## src/pkg/ssd_pkg.sv

```systemverilog
// constants for the serial status and data buffer block
package ssd_pkg;

   // ***********************************************
   // register offsets
   // ***********************************************
   localparam logic [1:0] SSD_OFF_CTRL   = 2'h0;  // serial_control
   localparam logic [1:0] SSD_OFF_STAT   = 2'h1;  // serial_status_control
   localparam logic [1:0] SSD_OFF_DATA   = 2'h2;  // serial_data_buffer

   // ***********************************************
   // control register fields
   // ***********************************************
   localparam int SSD_CTL_ON_BIT     = 0;  // interface_on
   localparam int SSD_CTL_MSTR_BIT   = 1;  // master_sel
   localparam int SSD_CTL_RXIE_BIT   = 2;  // rx_irq_en
   localparam int SSD_CTL_TXIE_BIT   = 3;  // tx_irq_en
   localparam logic [7:0] SSD_CTL_RST = 8'h02;  // master_sel set

   // ***********************************************
   // status and control register fields
   // ***********************************************
   localparam int SSD_ST_RXF_BIT     = 7;  // rx_full_flag
   localparam int SSD_ST_ERR_IRQ_EN_BIT   = 6;  // err_irq_en
   localparam int SSD_ST_OVR_BIT     = 5;  // overrun_flag
   localparam int SSD_ST_MODE_FAULT_FLAG_BIT    = 4;  // mode_fault_flag
   localparam int SSD_ST_TXE_BIT     = 3;  // tx_empty_flag
   localparam int SSD_ST_FDEN_BIT    = 2;  // fault_detect_en
   localparam int SSD_ST_RHI_BIT     = 1;  // rate_sel_hi
   localparam int SSD_ST_RLO_BIT     = 0;  // rate_sel_lo

   // ***********************************************
   // reset values
   // ***********************************************
   localparam logic       SSD_TXE_RST  = 1'b1;
   localparam logic       SSD_FLAG_RST = 1'b0;
   localparam logic [1:0] SSD_RATE_RST = 2'h0;
   localparam logic [7:0] SSD_BYTE_RST = 8'h00;

   // ***********************************************
   // baud divisors per rate code
   // ***********************************************
   localparam logic [7:0] SSD_BD_00 = 8'h02;  // 2
   localparam logic [7:0] SSD_BD_01 = 8'h08;  // 8
   localparam logic [7:0] SSD_BD_10 = 8'h20;  // 32
   localparam logic [7:0] SSD_BD_11 = 8'h80;  // 128

endpackage

```

## src/design/ssd_top.sv

```systemverilog
// status flags, baud select and split data buffer of the serial interface
`timescale 1ns/1ps
`default_nettype none

// Functional notes
// - set receive-full each time a completed byte enters the receive register
// - interrupt when receive-full and receive interrupt enable are both set
// - a data register read clears receive-full unless a byte enters the receive register in the same cycle
// - error enable lets overrun and mode fault request interrupts, else neither
// - set overrun when a byte arrives while the previous is unread
// - on overrun keep the held byte, drop the new one
// - clear overrun by status read seeing it, then data read
// - slave: mode fault when select rises during a transmission
// - master: mode fault whenever select is low
// - clear mode fault by status read seeing it, then data write
// - set transmit-empty on hand-over to shifter; interrupt if enabled
// - idle: written byte reaches shifter and empty reasserts within two cycles
// - slave mid-transmission defers shifter load until it completes
// - reset sets transmit-empty, clears other flags, error enable, rate bits
// - mode fault sets only with fault detect on; disabling keeps it
// - master: select is general I/O when detect off, interface input when on
// - slave: select never general I/O; detect off only stops mode fault
// - master rate codes 00..11 give divisor 2, 8, 32, 128; none in slave
// - master serial clock equals base clock over twice the divisor
// - data writes go to transmit buffer, reads come from receive buffer
// - slave with select high: serial output off, serial clocks ignored
// - transmit and receive interrupt enables are read/write, reset clear
module ssd_top
   import ssd_pkg::*;
(
   input  wire logic       core_clk,
   input  wire logic       rst,
   input  wire logic       clk_en,
   input  wire logic [1:0] reg_addr,
   input  wire logic [7:0] reg_wdata,
   input  wire logic       reg_wr,
   input  wire logic       reg_rd,
   output logic      [7:0] reg_rdata,
   input  wire logic       shift_done,
   input  wire logic [7:0] shift_rx_byte,
   input  wire logic       xfer_active,
   output logic            shift_load,
   output logic      [7:0] shift_tx_byte,
   input  wire logic       ss_n_pin,
   output logic            ss_gpio_sel,
   output logic            miso_oe_n,
   output logic            sclk_ignore,
   output logic            baud_tick,
   output logic            irq
);

   // ***********************************************
   // storage
   // ***********************************************
   logic [7:0] ctrl_q;
   logic       rx_full_q;
   logic       overrun_q;
   logic       mode_fault_q;
   logic       tx_empty_q;
   logic       err_irq_en_q;
   logic       fault_detect_en_q;
   logic [1:0] rate_sel_q;
   logic [7:0] rx_buf_q;
   logic [7:0] tx_buf_q;
   logic       ovr_arm_q;
   logic       mode_fault_flag_arm_q;
   logic       ss_meta_q;
   logic       ss_sync_q;
   logic       ss_prev_q;
   logic [6:0] baud_cnt_q;

   logic       is_on;
   logic       is_master;
   logic       is_slave;
   logic       wr_stat;
   logic       wr_data;
   logic       rd_stat;
   logic       rd_data;
   logic       rx_take;
   logic       rx_lost;
   logic       tx_go;
   logic       mode_fault_flag_set;
   logic [7:0] stat_word;
   logic [7:0] divisor;
   logic       wr_ctrl;
   logic       irq_rx;
   logic       irq_tx;
   logic       irq_err;
   logic       baud_run;
   logic       baud_last;

   // decoded mode and strobes
   assign is_on     = ctrl_q[SSD_CTL_ON_BIT];
   assign is_master = is_on & ctrl_q[SSD_CTL_MSTR_BIT];
   assign is_slave  = is_on & ~ctrl_q[SSD_CTL_MSTR_BIT];
   assign wr_ctrl   = reg_wr & (reg_addr == SSD_OFF_CTRL);
   assign wr_stat   = reg_wr & (reg_addr == SSD_OFF_STAT);
   assign wr_data   = reg_wr & (reg_addr == SSD_OFF_DATA);
   assign rd_stat   = reg_rd & (reg_addr == SSD_OFF_STAT);
   assign rd_data   = reg_rd & (reg_addr == SSD_OFF_DATA);

   // status word as software sees it
   assign stat_word = {rx_full_q, err_irq_en_q, overrun_q, mode_fault_q,
                       tx_empty_q, fault_detect_en_q, rate_sel_q};

   // ***********************************************
   // register bus
   // ***********************************************

   always_ff @(posedge core_clk or posedge rst) begin
      if (rst) begin
         ctrl_q <= SSD_CTL_RST;
      end else if (clk_en && wr_ctrl) begin
         ctrl_q <= {4'h0, reg_wdata[3:0]};
      end
   end

   // writable status bits cleared by reset
   always_ff @(posedge core_clk or posedge rst) begin
      if (rst) begin
         err_irq_en_q      <= SSD_FLAG_RST;
         fault_detect_en_q <= SSD_FLAG_RST;
         rate_sel_q        <= SSD_RATE_RST;
      end else if (clk_en && wr_stat) begin
         err_irq_en_q      <= reg_wdata[SSD_ST_ERR_IRQ_EN_BIT];
         fault_detect_en_q <= reg_wdata[SSD_ST_FDEN_BIT];
         rate_sel_q        <= {reg_wdata[SSD_ST_RHI_BIT], reg_wdata[SSD_ST_RLO_BIT]};
      end
   end

   always_ff @(posedge core_clk or posedge rst) begin
      if (rst) begin
         reg_rdata <= SSD_BYTE_RST;
      end else if (clk_en) begin
         if (!reg_rd) begin
            reg_rdata <= SSD_BYTE_RST;
         end else begin
            case (reg_addr)
               SSD_OFF_CTRL: reg_rdata <= ctrl_q;
               SSD_OFF_STAT: reg_rdata <= stat_word;
               SSD_OFF_DATA: reg_rdata <= rx_buf_q;
               default:      reg_rdata <= SSD_BYTE_RST;  // unmapped reads zero
            endcase
         end
      end
   end

   // ***********************************************
   // receive side
   // ***********************************************

   // byte arrives while previous unread
   // a data read in the same cycle frees the buffer, so no overrun then
   assign rx_lost = shift_done & rx_full_q & ~rd_data;
   assign rx_take = shift_done & ~rx_lost;

   always_ff @(posedge core_clk or posedge rst) begin
      if (rst) begin
         rx_buf_q <= SSD_BYTE_RST;
      end else if (clk_en && rx_take) begin
         rx_buf_q <= shift_rx_byte;
      end
   end

   always_ff @(posedge core_clk or posedge rst) begin
      if (rst) begin
         rx_full_q <= SSD_FLAG_RST;
      end else if (clk_en) begin
         if (rx_take) begin
            rx_full_q <= 1'b1;
         end else if (rd_data) begin
            rx_full_q <= 1'b0;
         end
      end
   end

   // arms load from status reads that see the flag
   // a new status read re-takes the arm; the matching access drops it
   always_ff @(posedge core_clk or posedge rst) begin
      if (rst) begin
         ovr_arm_q  <= 1'b0;
         mode_fault_flag_arm_q <= 1'b0;
      end else if (clk_en) begin
         if (rd_stat) begin
            ovr_arm_q <= overrun_q;
         end else if (rd_data) begin
            ovr_arm_q <= 1'b0;
         end
         if (rd_stat) begin
            mode_fault_flag_arm_q <= mode_fault_q;
         end else if (wr_data) begin
            mode_fault_flag_arm_q <= 1'b0;
         end
      end
   end

   always_ff @(posedge core_clk or posedge rst) begin
      if (rst) begin
         overrun_q <= SSD_FLAG_RST;
      end else if (clk_en) begin
         if (rx_lost) begin
            overrun_q <= 1'b1;
         end else if (rd_data && ovr_arm_q) begin
            overrun_q <= 1'b0;
         end
      end
   end

   // ***********************************************
   // slave select and mode fault
   // ***********************************************

   // two-stage sync of the select pin
   // stages reset high, the idle pin level, so no false rise after reset
   always_ff @(posedge core_clk or posedge rst) begin
      if (rst) begin
         ss_meta_q <= 1'b1;
         ss_sync_q <= 1'b1;
         ss_prev_q <= 1'b1;
      end else if (clk_en) begin
         ss_meta_q <= ss_n_pin;
         ss_sync_q <= ss_meta_q;
         ss_prev_q <= ss_sync_q;
      end
   end

   // master ignores select with detect off
   assign mode_fault_flag_set = fault_detect_en_q &
                     ((is_slave & xfer_active & ss_sync_q & ~ss_prev_q) |
                      (is_master & ~ss_sync_q));

   always_ff @(posedge core_clk or posedge rst) begin
      if (rst) begin
         mode_fault_q <= SSD_FLAG_RST;
      end else if (clk_en) begin
         if (mode_fault_flag_set) begin
            mode_fault_q <= 1'b1;
         end else if (wr_data && mode_fault_flag_arm_q) begin
            mode_fault_q <= 1'b0;
         end
      end
   end

   // slave deselected: output off, clocks ignored
   always_ff @(posedge core_clk or posedge rst) begin
      if (rst) begin
         ss_gpio_sel <= 1'b1;
         miso_oe_n   <= 1'b1;
         sclk_ignore <= 1'b1;
      end else if (clk_en) begin
         ss_gpio_sel <= ~is_on | (is_master & ~fault_detect_en_q);
         miso_oe_n   <= ~(is_slave & ~ss_sync_q);
         sclk_ignore <= ~(is_slave & ~ss_sync_q);
      end
   end

   // ***********************************************
   // transmit side
   // ***********************************************

   // idle shifter takes byte next cycle
   assign tx_go = is_on & ~tx_empty_q & ~xfer_active;

   always_ff @(posedge core_clk or posedge rst) begin
      if (rst) begin
         tx_buf_q <= SSD_BYTE_RST;
      end else if (clk_en && wr_data) begin
         tx_buf_q <= reg_wdata;
      end
   end

   always_ff @(posedge core_clk or posedge rst) begin
      if (rst) begin
         tx_empty_q <= SSD_TXE_RST;
      end else if (clk_en) begin
         if (wr_data) begin
            tx_empty_q <= 1'b0;  // newest byte still pending
         end else if (tx_go) begin
            tx_empty_q <= 1'b1;
         end
      end
   end

   // one-cycle load pulse with the byte to the shifter
   always_ff @(posedge core_clk or posedge rst) begin
      if (rst) begin
         shift_load    <= 1'b0;
         shift_tx_byte <= SSD_BYTE_RST;
      end else if (clk_en) begin
         shift_load <= tx_go;
         if (tx_go) begin
            shift_tx_byte <= tx_buf_q;
         end
      end
   end

   // ***********************************************
   // baud generator
   // ***********************************************

   always_comb begin
      case (rate_sel_q)
         2'h0:    divisor = SSD_BD_00;
         2'h1:    divisor = SSD_BD_01;
         2'h2:    divisor = SSD_BD_10;
         default: divisor = SSD_BD_11;
      endcase
   end

   // counter runs only while a master frame is on the wire
   assign baud_run  = is_master & xfer_active;
   assign baud_last = ({1'h0, baud_cnt_q} == (divisor - 8'h01));  // full width so 128 wraps cleanly

   // tick every divisor cycles, engine toggles clock per tick
   always_ff @(posedge core_clk or posedge rst) begin
      if (rst) begin
         baud_cnt_q <= 7'h00;
         baud_tick  <= 1'b0;
      end else if (clk_en) begin
         if (!baud_run) begin
            baud_cnt_q <= 7'h00;
            baud_tick  <= 1'b0;
         end else if (baud_last) begin
            baud_cnt_q <= 7'h00;
            baud_tick  <= 1'b1;
         end else begin
            baud_cnt_q <= baud_cnt_q + 7'h01;
            baud_tick  <= 1'b0;
         end
      end
   end

   // ***********************************************
   // interrupt request
   // ***********************************************

   assign irq_rx  = rx_full_q & ctrl_q[SSD_CTL_RXIE_BIT];
   assign irq_tx  = tx_empty_q & ctrl_q[SSD_CTL_TXIE_BIT];
   assign irq_err = err_irq_en_q & (overrun_q | mode_fault_q);

   // registered request line
   always_ff @(posedge core_clk or posedge rst) begin
      if (rst) begin
         irq <= 1'b0;
      end else if (clk_en) begin
         irq <= irq_rx | irq_tx | irq_err;
      end
   end

endmodule

`default_nettype wire

```

## config.mk

```make
export PLATFORM = sky130hd
export DESIGN_NAME = ssd_top
export DESIGN_NICKNAME = d
export VERILOG_FILES = /design/src/pkg/ssd_pkg.sv /design/src/design/ssd_top.sv
export SDC_FILE = /design/constraint.sdc
export NUM_CORES = 1
export LEC_CHECK = 0
export BUFFER_PORTS_ARGS = -buffer_cell sky130_fd_sc_hd__buf_4
export CAP_MARGIN = 30
export CORE_MARGIN = 3
export CORE_UTILIZATION = 55
export DETAILED_ROUTE_END_ITERATION = 12
export GPL_TIMING_DRIVEN = 0
export PLACE_DENSITY_LB_ADDON = 0.1
export SLEW_MARGIN = 20
export SYNTH_ARGS = -nofsm -noshare
export SYNTH_HDL_FRONTEND = slang
export SYNTH_SLANG_ARGS = --single-unit
```

## constraint.sdc

```tcl
create_clock -name core_clk -period 2.2 [get_ports core_clk]
set_input_delay 0.44 -clock core_clk [delete_from_list [all_inputs] [get_ports core_clk]]
set_output_delay 0.44 -clock core_clk [all_outputs]
set_load 0.03 [all_outputs]
```

==> flow_summary_export.csv <==
group,metric,value,unit
global_route,globalRouteTotalUtil,0.218,
detailed_routing,postRouteWirelength,5.71,mm
timing,timing.fmax,602,MHz
clocking,cts_hold_buffers,0,
die,initial_utilization,0.595,
finish,layout.cells.most_common,"dfrtp_1",
pwr,design_power_total,3.50,mW
die,die_h,76.3,um
worst_setup_path,worst_ep_required_time,2.39,ns
synth,post_synth_edffs,0,
timing,fin_tns_setup,0,ns
clocking,h-tree-depth,3,
global_route,globalRoute.totalOverflow,0,
timing,timing_max_transition_violations_final,0,
synth,flip_flop_and_latch_count_after_synthesis,61,
die,design.core.area,4560,um2
synth,avgSynthCellArea,12.2,um2
place,numPortBuffers,46,
detailed_routing,ant_nets,0,
synth,distinct_cells_synth,43,
timing,fin_skew,0.00500,ns
clocking,postCtsResizedCells,0,
finish,layout-drive-gt1-share,0.418,
synth,synthesis.yosys.warnings,0,
detailed_routing,wl_per_cell,16.3,um
pwr,vdd_drop_max,0.663,mV
detailed_routing,dr_total_vias,1954,
timing,finalSetupViolations,0,
clocking,cts_made_buffers,9,
place,dp_hpwl,4.08,mm
timing,rsz_0062_raised_after_global_routing,"false",
synth,netlist_area,2720,um2
die,die_w,76.3,um
worst_setup_path,worst_setup_path_start_kind,"register",
finish,n_fill_cell,348,
timing,max_slew.worst_pin.slew,0.526,ns
clocking,cts_tree,"built",
worst_setup_path,worst-r2r-cell-count,4,
clocking,worst_setup_hold_path_clk_slew,0.07,ns
timing,maxSlewHeadroom,0.646,
worst_setup_path,setup.worst_path.end,"baud_cnt_q[5]",
clocking,insertion_delay,0.33,ns
worst_setup_path,worstPathMaxFanout,6,
synth,synth-seq-area-share,0.565,
synth,synth-main-ff-cell,"dfrtp_1",
timing,finalCriticalPeriod,1.66,ns
worst_setup_path,crit_arrival,1.85,ns
pwr,power.density,1040,nW/um2
worst_setup_path,timing.rr.start,"rate_sel_q[0]",
finish,nNetsFinal,308,
timing,final.period_utilization,0.756,
synth,netlist_top_cells_area,"dfrtp_1, mux2_2, dfstp_2",
finish,mostFrequentLayoutCells,"dfrtp_1, buf_4, mux2_2",
clocking,number_of_setup_buffers_added_after_cts,0,
job,max_cap_violations,0,
worst_setup_path,critical_path.reg2reg.endpoint,"baud_cnt_q[5]",
worst_setup_path,worst_setup_path_startpoint,"rate_sel_q[0]",
finish,areaGrowthSynthToFinish,24.1,%
detailed_routing,dr_pass1_iterations,4,
clocking,cts_sinks,61,
synth,asyncSetResetFlopFracSynth,1.00,
worst_hold_path,hp-class,"input port to async pin",
worst_setup_path,worst-setup-path-type,"register to register",
detailed_routing,post-route-drc-count,0,
timing,hold_viol,0,
die,std_cell_rows,24,
die,top_level_i_o_count,48,
global_route,pin_count_of_the_biggest_net_entering_global_routing,47,
synth,synth_top_cell_by_area,"dfrtp_1",
clocking,cts-root-to-sink-buffers,2,
detailed_routing,viasPerCell,5.58,
synth,post_synthesis_cell_count,223,
status,outcome,"finished, final reports clean",
worst_setup_path,worst-r2r-setup-slack,0.54,ns
global_route,global_route_wire_length_before_repair,9.81,mm
global_route,number_of_antenna_violations_at_the_first_check_in_global_routing,0,
pwr,leakagePower,1.53,nW
timing,timing.hold.ws,0.0259,ns
global_route,number_of_global_route_vias_before_repair,2014,
synth,number_of_nets_produced_by_synthesis,250,
die,design.die.area,5820,um2
worst_setup_path,timing.critical_path.to_type,"register",
clocking,cts_root_buf,"clkbuf_8",
finish,antennaDiodeCount,0,
synth,synth.top_cell.area_share,0.497,
detailed_routing,initialDrtViolationCount,76,
place,gp_congestion,0.851,
[where the power goes]
group          leakage (nW)  internal, mW  switching, mW  total (mW)
combinational         0.690         0.424          0.478       0.903
sequential            0.743          1.40          0.191        1.59
clock                 0.101         0.574          0.426        1.00
total                  1.53          2.40           1.10        3.50
[cell usage after synthesis (2+ instances only)]
cell / count
mux2i_1: 5
xnor2_1: 2
and3_1: 3
dfrtp_1: 54
nor2_1: 16
dfstp_2: 7
a31oi_1: 2
buf_1: 2
a221oi_1: 2
nand4b_1: 2
nand3_1: 3
nor2b_1: 3
nand4_1: 3
o2bb2ai_1: 7
mux2_2: 35
inv_1: 6
buf_2: 5
a221o_1: 3
a21oi_1: 11
o21ai_0: 9
xor2_1: 2
buf_4: 2
nand2_1: 19
[final cells by class]
cell class | instances | area (um2) | area share
flip-flops and latches | 61 | 1540 | 0.455
multi-input cells | 145 | 1100 | 0.325
inverters | 6 | 25.0 | 0.00742
well taps | 65 | 81.3 | 0.0241
clock inverters | 4 | 47.5 | 0.0141
plain buffers | 11 | 62.6 | 0.0185
repair buffers | 47 | 373 | 0.111
clock buffers | 11 | 151 | 0.0449
[state kept, by name (all words and copies together), names as in the netlist, 2 cells and up]
signal / flops
ctrl_q: 4
rx_buf_q: 8
baud_cnt_q: 7
rate_sel_q: 2
shift_tx_byte: 8
reg_rdata: 8
tx_buf_q: 8
[worst max-delay path, cell delays in order (launching register included)]
cell	delay, ns
dfrtp_1	0.46
a211o_2	0.36
a221o_1	0.35
o21ai_2	0.23
a21oi_1	0.11
[logic make-up (layout without fill, tap and decap cells)]
| kind of cell | count (synthesis) | in the layout | share of synthesized area |
|---|---|---|---|
| buffers and inverters | 17 | 79 | 0.0313 |
| XOR/XNOR | 4 | 4 | 0.0129 |
| adder cells (fa/ha/maj) | 1 | 1 | 0.00460 |
| multiplexers | 40 | 40 | 0.163 |
| AO/OA/AOI/OAI | 42 | 42 | 0.110 |
| AND/OR/NAND/NOR | 58 | 58 | 0.113 |
| flip-flops | 61 | 61 | 0.565 |
[stage by stage]
| step | area (um2) | worst slack, ns | std cells | utilization |
|---|---|---|---|---|
| global route | 3370 | 0.454 | 350 | 0.739 |
| global placement | 3140 | -0.457 | 334 | 0.689 |
| CTS | 3370 | 0.524 | 350 | 0.739 |
| finish | 3370 | 0.538 | 350 | 0.739 |
| detailed placement | 3170 | 0.423 | 335 | 0.695 |
| floorplan | 2720 | 0.259 | 223 | - |
[worst min path at each step]
stage,end,slack [ns],startpoint
final,shift_tx_byte[4],0.03,rst
after global routing,shift_tx_byte[4],0.02,rst
after CTS,shift_tx_byte[4],0.02,rst
after detailed placement,shift_tx_byte[4],0.39,rst
after global placement,shift_load,0.48,shift_load
after floorplan,ss_sync_q,0.47,ss_meta_q
[metal layers]
metal  up-vias  GRT usage  part of all wire
met3         8     0.0733             0.050
met4         0     0.0924             0.015
met1       983      0.277              0.43
met2        48      0.342              0.50
li1        915          -                 -
met5         -          0                 0
No activity file was read; power rests on OpenSTA's default activity.
